$ cat config.mk
export PLATFORM = sky130hd
export DESIGN_NAME = isw_slave
export DESIGN_NICKNAME = d
export VERILOG_FILES = /design/src/hdl/isw_pkg.sv /design/src/hdl/isw_slave.sv
export SDC_FILE = /design/constraint.sdc
export NUM_CORES = 1
export LEC_CHECK = 0
export ABC_AREA = 1
export BUFFER_PORTS_ARGS = -buffer_cell sky130_fd_sc_hd__buf_2
export CORE_UTILIZATION = 50
export DETAILED_ROUTE_END_ITERATION = 8
export GPL_ROUTABILITY_DRIVEN = 0
export HOLD_SLACK_MARGIN = 0.12
export PLACE_DENSITY = 0.68
export SYNTH_ARGS = -nofsm -noshare
export SYNTH_HDL_FRONTEND = slang
export SYNTH_SLANG_ARGS = --single-unit
export TNS_END_PERCENT = 30
$ cat constraint.sdc
create_clock -name core_clk -period 3.2 [get_ports core_clk]
set_clock_uncertainty 0.2 [all_clocks]
set_input_delay 0.16 -clock core_clk [delete_from_list [all_inputs] [get_ports core_clk]]
set_output_delay 0.16 -clock core_clk [all_outputs]
set_load 0.01 [all_outputs]
$ cat src/hdl/isw_pkg.sv
// Package for the byte-oriented two-wire slave with bus time-out.
// Assumes a plain register port with 8-bit data and 3-bit address.
package isw_pkg;

  // ----------------------------------------------------------------------
  // Register offsets.
  // ----------------------------------------------------------------------
  localparam logic [2:0] OFS_MODE    = 3'h0; // serial_mode_control_reg
  localparam logic [2:0] OFS_STATUS  = 3'h1; // bus_status_control_reg
  localparam logic [2:0] OFS_OWNADDR = 3'h2; // own_address_reg
  localparam logic [2:0] OFS_DATA    = 3'h3; // shift_data_reg
  localparam logic [2:0] OFS_TIMEOUT = 3'h4; // timeout_control_reg

  // ----------------------------------------------------------------------
  // Field positions.
  // ----------------------------------------------------------------------
  localparam int MODE_SEL_LSB = 5;  // serial_mode_select, bits 7:5.
  localparam int MODE_EN_BIT  = 1;  // serial_module_enable.
  localparam int ST_DONE_BIT  = 7;  // Byte transfer complete.
  localparam int ST_MATCH_BIT = 6;  // addr_match_flag.
  localparam int ST_BUSY_BIT  = 5;  // bus_busy_flag.
  localparam int ST_TXDIR_BIT = 4;  // transmit_direction.
  localparam int ST_ACKTX_BIT = 3;  // ack_to_send.
  localparam int ST_RDREQ_BIT = 2;  // master_read_request.
  localparam int ST_ACKRX_BIT = 0;  // ack_received_flag.
  localparam int TO_EN_BIT    = 7;  // timeout_enable.
  localparam int TO_FLAG_BIT  = 6;  // timeout_flag.
  localparam int OWN_LSB      = 1;  // Own address sits in bits 7:1.

  // ----------------------------------------------------------------------
  // Reset values and constants.
  // ----------------------------------------------------------------------
  localparam logic [7:0]  MODE_RESET    = 8'h00;
  localparam logic [7:0]  STATUS_RESET  = 8'h81;
  localparam logic [7:0]  OWN_RESET     = 8'h00;
  localparam logic [7:0]  TIMEOUT_RESET = 8'h00;
  localparam logic [2:0]  MODE_SLAVE    = 3'h6;
  localparam logic [10:0] TO_UNIT_TICKS = 11'h020; // 32 sub-clock periods.

  typedef enum logic [2:0] {
    ISW_IDLE     = 3'b000,
    ISW_ADDR     = 3'b001,
    ISW_ADDR_ACK = 3'b010,
    ISW_STRETCH  = 3'b011,
    ISW_RX_BITS  = 3'b100,
    ISW_RX_ACK   = 3'b101,
    ISW_TX_BITS  = 3'b110,
    ISW_TX_ACK   = 3'b111
  } isw_state_t;

endpackage : isw_pkg

$ cat src/hdl/isw_slave.sv
// Two-wire serial slave with address match, clock stretching and time-out.
// Assumes open-drain pins resolved outside and one-cycle register strobes.
//
// Notes on behaviour
// - After a sent byte, ninth-clock SDA low clears ack flag, high sets it.
// - As transmitter keep sending until ack flag is 1, then release SDA.
// - After START shift seven address bits MSB first, compare to own.
// - Address match sets match flag and pulses the serial interrupt.
// - Eighth bit after START is stored as master read request.
// - Read request 1 means slave transmits, 0 means slave receives.
// - START is SDA falling while SCL high; it sets bus busy.
// - Slave works only with mode select 110 and module enable 1.
// - Software-written own address is the address matched.
// - After match hold SCL low until data written or dummy read.
// - One interrupt from match, byte done and time-out.
// - Matching slave drives acknowledge after the address byte.
// - Transmit direction 1 selects slave transmit, 0 slave receive.
// - Data moves as MSB-first bytes via the data register after ack.
// - As receiver drive ack_to_send on SDA during the ninth clock.
// - Time-out counter starts on START plus match, clears on SCL fall.
// - Time-out when idle time exceeds period; STOP ends counting.
// - On time-out stop counter, clear enable, set flag, interrupt.
// - On time-out reset bus logic and status register only.
// - Period is (field plus one) times 32 sub-clock periods.
// - Time-out register: enable bit 7, flag bit 6, period bits 5..0.
`timescale 1ns/1ps
module isw_slave
  import isw_pkg::*;
(
  input  wire logic       core_clk,
  input  wire logic       rstn,
  input  wire logic [2:0] reg_addr,
  input  wire logic [7:0] reg_wdata,
  input  wire logic       reg_wr,
  input  wire logic       reg_rd,
  output logic      [7:0] reg_rdata,
  input  wire logic       scl_in,
  output logic            scl_out,
  output logic            scl_oe,
  input  wire logic       sda_in,
  output logic            sda_out,
  output logic            sda_oe,
  input  wire logic       low_speed_clock,
  output logic            serial_irq
);

  // ----------------------------------------------------------------------
  // Pin synchronisers and edge detection.
  // ----------------------------------------------------------------------
  logic [1:0] scl_sync, sda_sync, lsc_sync;
  logic       scl_prev, sda_prev, lsc_prev;

  // Only the second stage of each chain feeds any logic.
  always_ff @(posedge core_clk or negedge rstn) begin
    if (!rstn) begin
      scl_sync <= 2'h3;
      sda_sync <= 2'h3;
      lsc_sync <= 2'h0;
      scl_prev <= 1'b1;
      sda_prev <= 1'b1;
      lsc_prev <= 1'b0;
    end else begin
      scl_sync <= {scl_sync[0], scl_in};
      sda_sync <= {sda_sync[0], sda_in};
      lsc_sync <= {lsc_sync[0], low_speed_clock};
      scl_prev <= scl_sync[1];
      sda_prev <= sda_sync[1];
      lsc_prev <= lsc_sync[1];
    end
  end

  logic scl_s, sda_s, scl_rise, scl_fall, start_det, stop_det, sub_tick;

  // Conditions need SCL high on both samples so an SCL edge is not misread.
  assign scl_s     = scl_sync[1];
  assign sda_s     = sda_sync[1];
  assign scl_rise  = scl_s & ~scl_prev;
  assign scl_fall  = ~scl_s & scl_prev;
  assign start_det = scl_s & scl_prev & sda_prev & ~sda_s;
  assign stop_det  = scl_s & scl_prev & ~sda_prev & sda_s;
  assign sub_tick  = lsc_sync[1] & ~lsc_prev;

  // ----------------------------------------------------------------------
  // Registers and control state.
  // ----------------------------------------------------------------------
  logic [7:0]  mode_reg, own_address_reg, shift_data_reg, shifter;
  logic [5:0]  timeout_period_select;
  logic [3:0]  bit_cnt;
  logic [11:0] to_count, to_limit;
  isw_state_t  state;
  logic        timeout_enable, timeout_flag, done_flag, addr_match_flag;
  logic        bus_busy_flag, transmit_direction, ack_to_send;
  logic        master_read_request, ack_received_flag, to_run, timeout_hit;
  logic        enabled, addr_ok, data_wr, data_rd;

  assign enabled = (mode_reg[MODE_SEL_LSB +: 3] == MODE_SLAVE)
                   & mode_reg[MODE_EN_BIT];
  assign addr_ok = shifter[7:1] == own_address_reg[OWN_LSB +: 7];
  assign data_wr = reg_wr & (reg_addr == OFS_DATA);
  assign data_rd = reg_rd & (reg_addr == OFS_DATA);
  // Limit is (field + 1) units of 32 ticks; 12 bits hold the 2048 maximum.
  assign to_limit = 12'({6'h00, timeout_period_select} + 12'h001)
                    * {1'b0, TO_UNIT_TICKS};
  assign timeout_hit = to_run & sub_tick & (to_count + 12'h001 >= to_limit)
                       & ~scl_fall;

  // Mode, own address and time-out period: plain software registers.
  always_ff @(posedge core_clk or negedge rstn) begin
    if (!rstn) begin
      mode_reg              <= MODE_RESET;
      own_address_reg       <= OWN_RESET;
      timeout_period_select <= TIMEOUT_RESET[5:0];
    end else if (reg_wr) begin
      if (reg_addr == OFS_MODE) begin
        mode_reg <= reg_wdata;
      end else if (reg_addr == OFS_OWNADDR) begin
        own_address_reg <= reg_wdata;
      end else if (reg_addr == OFS_TIMEOUT) begin
        timeout_period_select <= reg_wdata[5:0];
      end
    end
  end

  // Time-out enable and flag; a hardware set beats a software clear.
  always_ff @(posedge core_clk or negedge rstn) begin
    if (!rstn) begin
      timeout_enable <= TIMEOUT_RESET[TO_EN_BIT];
      timeout_flag   <= TIMEOUT_RESET[TO_FLAG_BIT];
    end else if (timeout_hit) begin
      timeout_enable <= 1'b0;
      timeout_flag   <= 1'b1;
    end else if (reg_wr && reg_addr == OFS_TIMEOUT) begin
      timeout_enable <= reg_wdata[TO_EN_BIT];
      timeout_flag   <= reg_wdata[TO_FLAG_BIT];
    end
  end

  // Time-out counter runs in sub-clock periods between SCL falls.
  always_ff @(posedge core_clk or negedge rstn) begin
    if (!rstn) begin
      to_run   <= 1'b0;
      to_count <= 12'h000;
    end else if (timeout_hit || stop_det || !enabled || !timeout_enable) begin
      to_run   <= 1'b0;
      to_count <= 12'h000;
    end else if (state == ISW_ADDR && scl_fall && bit_cnt == 4'h8
                 && addr_ok) begin
      to_run   <= 1'b1;
      to_count <= 12'h000;
    end else if (scl_fall) begin
      to_count <= 12'h000;
    end else if (to_run && sub_tick) begin
      to_count <= to_count + 12'h001;
    end
  end

  // ----------------------------------------------------------------------
  // Bus state machine, shifter and status flags.
  // ----------------------------------------------------------------------
  // Status returns to its reset image on time-out; data, address, mode stay.
  always_ff @(posedge core_clk or negedge rstn) begin
    if (!rstn) begin
      state               <= ISW_IDLE;
      shifter             <= 8'h00;
      bit_cnt             <= 4'h0;
      shift_data_reg      <= 8'h00;
      done_flag           <= STATUS_RESET[ST_DONE_BIT];
      addr_match_flag     <= STATUS_RESET[ST_MATCH_BIT];
      bus_busy_flag       <= STATUS_RESET[ST_BUSY_BIT];
      transmit_direction  <= STATUS_RESET[ST_TXDIR_BIT];
      ack_to_send         <= STATUS_RESET[ST_ACKTX_BIT];
      master_read_request <= STATUS_RESET[ST_RDREQ_BIT];
      ack_received_flag   <= STATUS_RESET[ST_ACKRX_BIT];
      serial_irq          <= 1'b0;
    end else if (timeout_hit || !enabled) begin
      state               <= ISW_IDLE;
      bit_cnt             <= 4'h0;
      done_flag           <= STATUS_RESET[ST_DONE_BIT];
      addr_match_flag     <= STATUS_RESET[ST_MATCH_BIT];
      bus_busy_flag       <= STATUS_RESET[ST_BUSY_BIT];
      transmit_direction  <= STATUS_RESET[ST_TXDIR_BIT];
      ack_to_send         <= STATUS_RESET[ST_ACKTX_BIT];
      master_read_request <= STATUS_RESET[ST_RDREQ_BIT];
      ack_received_flag   <= STATUS_RESET[ST_ACKRX_BIT];
      serial_irq          <= timeout_hit;
      if (data_wr) begin
        shift_data_reg <= reg_wdata;
      end
    end else begin
      serial_irq <= 1'b0;
      if (reg_wr && reg_addr == OFS_STATUS) begin
        transmit_direction <= reg_wdata[ST_TXDIR_BIT];
        ack_to_send        <= reg_wdata[ST_ACKTX_BIT];
      end
      if (data_wr) begin
        shift_data_reg <= reg_wdata;
      end
      if (start_det) begin
        // A repeated START also restarts the address phase.
        state           <= ISW_ADDR;
        bit_cnt         <= 4'h0;
        bus_busy_flag   <= 1'b1;
        addr_match_flag <= 1'b0;
      end else if (stop_det) begin
        state         <= ISW_IDLE;
        bus_busy_flag <= 1'b0;
      end else begin
        case (state)
          ISW_ADDR: begin
            if (scl_rise) begin
              shifter <= {shifter[6:0], sda_s};
              bit_cnt <= bit_cnt + 4'h1;
            end else if (scl_fall && bit_cnt == 4'h8) begin
              bit_cnt <= 4'h0;
              if (addr_ok) begin
                state               <= ISW_ADDR_ACK;
                addr_match_flag     <= 1'b1;
                master_read_request <= shifter[0];
                serial_irq          <= 1'b1;
              end else begin
                state <= ISW_IDLE;
              end
            end
          end
          ISW_ADDR_ACK: begin
            if (scl_fall) begin
              state <= ISW_STRETCH;
            end
          end
          ISW_STRETCH: begin
            // Direction follows the software bit; a mismatch is user error.
            if (transmit_direction && data_wr) begin
              state     <= ISW_TX_BITS;
              shifter   <= reg_wdata;
              bit_cnt   <= 4'h0;
              done_flag <= 1'b0;
            end else if (!transmit_direction && data_rd) begin
              state     <= ISW_RX_BITS;
              bit_cnt   <= 4'h0;
              done_flag <= 1'b0;
            end
          end
          ISW_RX_BITS: begin
            if (scl_rise) begin
              shifter <= {shifter[6:0], sda_s};
              bit_cnt <= bit_cnt + 4'h1;
            end else if (scl_fall && bit_cnt == 4'h8) begin
              state           <= ISW_RX_ACK;
              shift_data_reg  <= shifter;
              done_flag       <= 1'b1;
              addr_match_flag <= 1'b0;
              serial_irq      <= 1'b1;
            end
          end
          ISW_RX_ACK: begin
            if (scl_fall) begin
              state <= ISW_STRETCH;
            end
          end
          ISW_TX_BITS: begin
            if (scl_fall) begin
              shifter <= {shifter[6:0], 1'b0};
              bit_cnt <= bit_cnt + 4'h1;
              if (bit_cnt == 4'h7) begin
                state <= ISW_TX_ACK;
              end
            end
          end
          ISW_TX_ACK: begin
            if (scl_rise) begin
              ack_received_flag <= sda_s;
            end else if (scl_fall) begin
              done_flag       <= 1'b1;
              addr_match_flag <= 1'b0;
              serial_irq      <= 1'b1;
              // No acknowledge: leave SDA free and wait for STOP.
              state <= ack_received_flag ? ISW_IDLE
                                         : ISW_STRETCH;
            end
          end
          default: begin
            state <= ISW_IDLE;
          end
        endcase
      end
    end
  end

  // ----------------------------------------------------------------------
  // Open-drain pin drive; outputs only ever pull low.
  // ----------------------------------------------------------------------
  assign scl_out = 1'b0;
  assign sda_out = 1'b0;
  assign scl_oe  = (state == ISW_STRETCH);
  always_comb begin
    case (state)
      ISW_ADDR_ACK: sda_oe = 1'b1;
      ISW_RX_ACK:   sda_oe = ~ack_to_send;
      ISW_TX_BITS:  sda_oe = ~shifter[7];
      default:      sda_oe = 1'b0;
    endcase
  end

  // ----------------------------------------------------------------------
  // Register read port; unmapped offsets read zero.
  // ----------------------------------------------------------------------
  always_ff @(posedge core_clk or negedge rstn) begin
    if (!rstn) begin
      reg_rdata <= 8'h00;
    end else if (!reg_rd) begin
      reg_rdata <= 8'h00;
    end else if (reg_addr == OFS_MODE) begin
      reg_rdata <= mode_reg;
    end else if (reg_addr == OFS_STATUS) begin
      reg_rdata <= {done_flag, addr_match_flag, bus_busy_flag,
                    transmit_direction, ack_to_send, master_read_request,
                    1'b0, ack_received_flag};
    end else if (reg_addr == OFS_OWNADDR) begin
      reg_rdata <= own_address_reg;
    end else if (reg_addr == OFS_DATA) begin
      reg_rdata <= shift_data_reg;
    end else if (reg_addr == OFS_TIMEOUT) begin
      reg_rdata <= {timeout_enable, timeout_flag, timeout_period_select};
    end else begin
      reg_rdata <= 8'h00;
    end
  end
endmodule : isw_slave

# Yosys cells after proc, flatten, opt, wreduce, memory -nomap -nowiden
# Index checks and enable logic that the tools add are counted.
classes:
  addsub: 3
  multipliers: 0
  div: 0
  n_lt_le_gt_ge: 1
  eq_ne: 48
  n_shift: 0
  mux: 106
  bitwise_logic: 27
  reduce_logical: 43
ops:
  columns: ["op", "count"]
  rows:
  - ["8-bit two-way mux", 16]
  - ["1-bit two-way mux", 54]
  - ["12-bit two-way mux", 4]
  - ["3-bit two-way mux", 14]
  - ["4-bit two-way mux", 9]
  - ["5-bit inequality test (second input constant)", 6]
  - ["4-bit inequality test (second input constant)", 6]
  - ["8-bit case mux with 3 select lines", 1]
  - ["3-bit == test (second input constant)", 6]
  - ["3-bit case mux with 6 select lines", 1]
  - ["4-bit case mux with 4 select lines", 1]
  - ["2-bit nonzero test", 8]
  - ["1-bit AND", 14]
  - ["1-bit NOT", 13]
  - ["12-bit by 1-bit adder with 12-bit output (second input constant)", 1]
  - ["3-bit by 2-bit == test with 1-bit output (second input constant)", 4]
  - ["12-bit greater-or-equal comparator", 1]
  - ["3-bit inequality test (second input constant)", 4]
  - ["1-bit case mux with 3 select lines", 4]
  - ["6-bit AND reduction", 2]
  - ["2-bit by 1-bit inequality test with 1-bit output (second input constant)", 5]
  - ["5-bit by 1-bit inequality test with 1-bit output (second input constant)", 2]
  - ["5-bit by 3-bit inequality test with 1-bit output (second input constant)", 2]
  - ["10-bit AND reduction", 1]
  - ["29 further kinds", 49]
word_totals:
  reg_bits: 85
  latch_bits: 0
  ram_bits: 0
  romBits: 0
  input_bits: 18
  output_inout_bits: 13
  wordCells: 254
  memories: 0

# Longest topological paths before layout
logic_depth:
  ltp_word: 9
  depth_mapped: 21
  mapped_depth_nobuf: 21

# Least setup slack after synthesis
# No wires, ideal clock.
synth_timing:
  kind: "register to register"
  from: "reg to_count[0]"
  to: "reg shifter[6]"
  setup_ps: 123
  t_arrival_ps: 2581
  setup_slack_ps: 295
  stages_incl_launch_ff: 16
  n_path_buf: 1
  synth_period_minus_slack_ps: 2905
  cell_sequence: "dfrtp_1 > ha_1 > nand4_1 > nor3_1 > nand4_1 > xor2_1 > ha_1 > nand2_1 > nor2_1 > a21oi_1 > nand2_2 > a21boi_4 > nand3_4 > buf_6 > nand2_1 > o21ai_2"
synth_via:
  elab_chain_len: 7
synth_rtl:
  columns: ["element", "line", "text"]
  rows:
  - ["start: declaration", "isw_slave.sv:89", "logic [11:0] to_count, to_limit;"]
  - ["start signal: assignment", "isw_slave.sv:153", "to_count <= to_count + 12'h001;"]
  - ["12-bit by 1-bit adder with 12-bit output", "isw_slave.sv:104", "assign timeout_hit = to_run & sub_tick & (to_count + 12'h001 >= to_limit)"]
  - ["12-bit greater-or-equal comparator", "isw_slave.sv:104", null]
  - ["1-bit AND", "isw_slave.sv:104", null]
  - ["1-bit AND", "isw_slave.sv:105", "& ~scl_fall;"]
  - ["1-bit logical OR", "isw_slave.sv:175", "end else if (timeout_hit || !enabled) begin"]
  - ["1-bit NOT (no source line)", null, null]
  - ["7-bit AND reduction (no source line)", null, null]
  - ["end signal: assignment", "isw_slave.sv:211", "shifter <= {shifter[6:0], sda_s};"]
  - ["end signal: assignment", "isw_slave.sv:234", "shifter <= reg_wdata;"]
  - ["end signal: assignment", "isw_slave.sv:245", "shifter <= {shifter[6:0], sda_s};"]
  - ["end: declaration", "isw_slave.sv:86", "logic [7:0] mode_reg, own_address_reg, shift_data_reg, shifter;"]
# Every way passes these cells.
# A chain may end at the register's enable or synchronous reset.

# Worst setup path after layout
layout_timing:
  from: "reg to_count[0]"
  to: "reg shift_data_reg[5]"
layout_via:
  elab_chain_len: 6
layout_rtl:
  columns: ["element", "line", "text"]
  rows:
  - ["12-bit by 1-bit adder with 12-bit output", "isw_slave.sv:104", null]
  - ["12-bit greater-or-equal comparator", "isw_slave.sv:104", null]
  - ["1-bit AND", "isw_slave.sv:104", null]
  - ["1-bit AND", "isw_slave.sv:105", null]
  - ["1-bit logical OR", "isw_slave.sv:175", null]
  - ["8-bit two-way mux", "isw_slave.sv:175", null]
  - ["end signal: assignment", "isw_slave.sv:187", "shift_data_reg <= reg_wdata;"]
  - ["end signal: assignment", "isw_slave.sv:196", "shift_data_reg <= reg_wdata;"]
  - ["end signal: assignment", "isw_slave.sv:249", "shift_data_reg <= shifter;"]
  - ["end: declaration", "isw_slave.sv:86", null]
# Every way passes these cells.

==> run summary <==
Clock Tree Buf Depth - 2
Max reg flops - 12
TritonCTS Sinks - 85
Most frequent cells in the layout - nand2_1, dfrtp_1, inv_1
Post-Route WL - 11.4 mm
Avg Vias per Cell - 5.52
Die area - 9850 um2
Power Density - 431 nW/um2
Largest Register - to_count
Max-Cap Viols - 0
Number of global-route vias before repair - 3,776
Core Area - 9200 um2
Critical path capture point type - flip-flop
CP Data Arrival Time - 3220 ps
Synth Area per Inst - 8.07 um2
Seq/Total Area, Yosys - 0.452
Clock Pin Slew Worst Setup and Hold Paths - 90 ps
Tmin final - 3150 ps
Pleak - 2.58 nW
Yosys synthesis warning count - 0
Final Cycle Share - 0.985
Drt pass-1 iters - 5
Synth area leader - dfrtp_1
Die Wd - 99.2 um
Relative slew slack - 0.287
Tot GR Track Use - 0.237
Largest net degree at the start of global routing - 86
Post-Syn Area - 4730 um2
Synth unique cells - 39
Crit Path Category - flip-flop to flip-flop
Fin. Hold Viols - 0
Max Slew Vio Count - 0
Post-DP HPWL - 8.09 mm
Fin nets - 674
I/O pin count - 31
Clk_lat worst skew - 370 ps
CTS Buf Count - 9
H-tree Lvls - 3
Site Rows - 35
First-pass GRT wire length - 18.2 mm
Pwr Total - 0.00240 W
Starting Density - 0.514
RSZ-0062 raised after global routing - true
Routed wire per std cell - 15.0 um
Post-route DRC - 0
Remaining Overflow, GRT - 0
DRT antenna net count - 0
Mapped Cells - 586
Iter 0 DRT Violations - 352
TritonCTS clock tree - done
Worst EP required - 3270 ps
Tightest Pin Transition - 1070 ps
Die Height - 99.2 um
Hold slack - 159 ps
Final setup vio count - 0
Via count - 4,187
Area Overhead vs Synth - 17.8%
Status - completed
Yosys reg bits - 85
Yosys top cell area share - 0.408
Crit-path max FO - 16
Top post-synthesis cells by area - dfrtp_1, nand2_1, o21ai_0, inv_1, dfstp_2
CTS root buffer - clkbuf_8
IO Port Bufs - 28
Hold crit path type - flip-flop to flip-flop
Layout cell share with drive strength beyond 1 - 0.181
Ant diodes - 0
Initial antenna violation count - 0
Peak Freq - 0.317 GHz
Most common cell after layout, fill and taps aside - nand2_1
Startpoint types - flip-flop
Worst VDD drop - 255 uV
## path summary, 6_finish.rpt
path / startpoint / to / slack [ps] / cells past startpoint
hold / removal: sda_sync[0]$_DFF_PN1_ / sda_sync[1]$_DFF_PN1_ / 160 / 0
min in group asynchronous: rstn / to_count[11]$_DFFE_PN0P_ / 320 / 2
max in group asynchronous: rstn / state[1]$_DFFE_PN0P_ / 1790 / 2
hold reg to reg: sda_sync[0]$_DFF_PN1_ / sda_sync[1]$_DFF_PN1_ / 160 / 0
setup / recovery: to_count[0]$_DFFE_PN0P_ / shift_data_reg[5]$_DFF_PN0_ / 50 / 15
setup reg to reg: to_count[0]$_DFFE_PN0P_ / shift_data_reg[5]$_DFF_PN0_ / 50 / 15
## power breakdown
group | leakage [nW] | internal, W | switching, W
Sequential | 1.09 | 0.00117 | 0.0000760
Clock | 0.103 | 0.000388 | 0.000413
Combinational | 1.38 | 0.000146 | 0.000207
## stage by stage
step	utilization	std cells	setup TNS, ps	area, um2	setup slack, ps
CTS	0.587	755	0	5400	58.7
detailed placement	0.543	720	0	4990	19.5
global placement	0.543	720	0	4990	103
global route	0.605	759	-2350	5570	-111
finish	0.605	759	0	5570	46.6
floorplan	-	587	0	4730	295
## per-layer routing
layer  GRT usage  part of all wire  vias to the layer above
li1            -                 -                     2041
met1       0.335              0.47                     2020
met2       0.373              0.47                      111
met3      0.0464             0.045                       15
met4      0.0690             0.013                        0
met5           0                 0                        -
## cell usage after synthesis
master	count
nand2_1	150
dfrtp_1	77
inv_1	73
o21ai_0	61
nor2_1	38
nand3_1	31
a21oi_1	25
o21ai_2	15
xor2_1	14
ha_1	13
a21oi_2	9
dfstp_2	8
nor3_1	8
clkbuf_1	7
nand4_1	7
xnor2_1	5
buf_6	4
nand2_2	4
nand3b_1	4
o221ai_1	4
o21ai_1	3
o22ai_1	3
a211oi_1	2
a41oi_1	2
buf_4	2
nand3_4	2
o211ai_1	2
o31ai_1	2
a21boi_4	1
a31oi_1	1
buf_2	1
conb_1	1
nand3_2	1
nor2_2	1
nor2_4	1
nor3b_1	1
o2111ai_1	1
o21bai_1	1
o311ai_0	1
## logic make-up after synthesis
| kind of cell | after synthesis | share of synthesized area |
|---|---|---|
| AO/OA/AOI/OAI | 133 | 0.174 |
| XOR/XNOR | 19 | 0.0352 |
| adder cells (fa/ha/maj) | 13 | 0.0344 |
| buffers and inverters | 87 | 0.0773 |
| flip-flops | 85 | 0.452 |
| other | 1 | 0.000793 |
| AND/OR/NAND/NOR | 248 | 0.226 |
## worst max-delay path, stage by stage, from the launching register on
cell,delay (ps)
dfrtp_1,420
ha_2,200
nand4_1,170
nor3_2,290
nand4_1,200
xor2_2,270
ha_4,240
nand2_2,80
nor2_4,40
a21oi_2,120
nand2_2,90
a21boi_4,180
buf_12,140
nand3_4,190
nand2_1,150
o21ai_2,60
## area by class of cell
class	count	area [um2]
clock buffers	10	138
clock inverters	6	68.8
fillers	804	3630
inverters	73	274
multi-input cells	415	2330
flip-flops and latches	85	2140
well taps	111	139
repair buffers	59	480
## timing repair
action	CTS	global route
gates resized for setup	1	28
setup buffers	0	3
hold buffers	19	0
pin swaps	0	14
endpoints found under the setup margin	4	44
hold endpoints to repair	129	0
cloned	0	1
(Power assumes the default switching activity.)
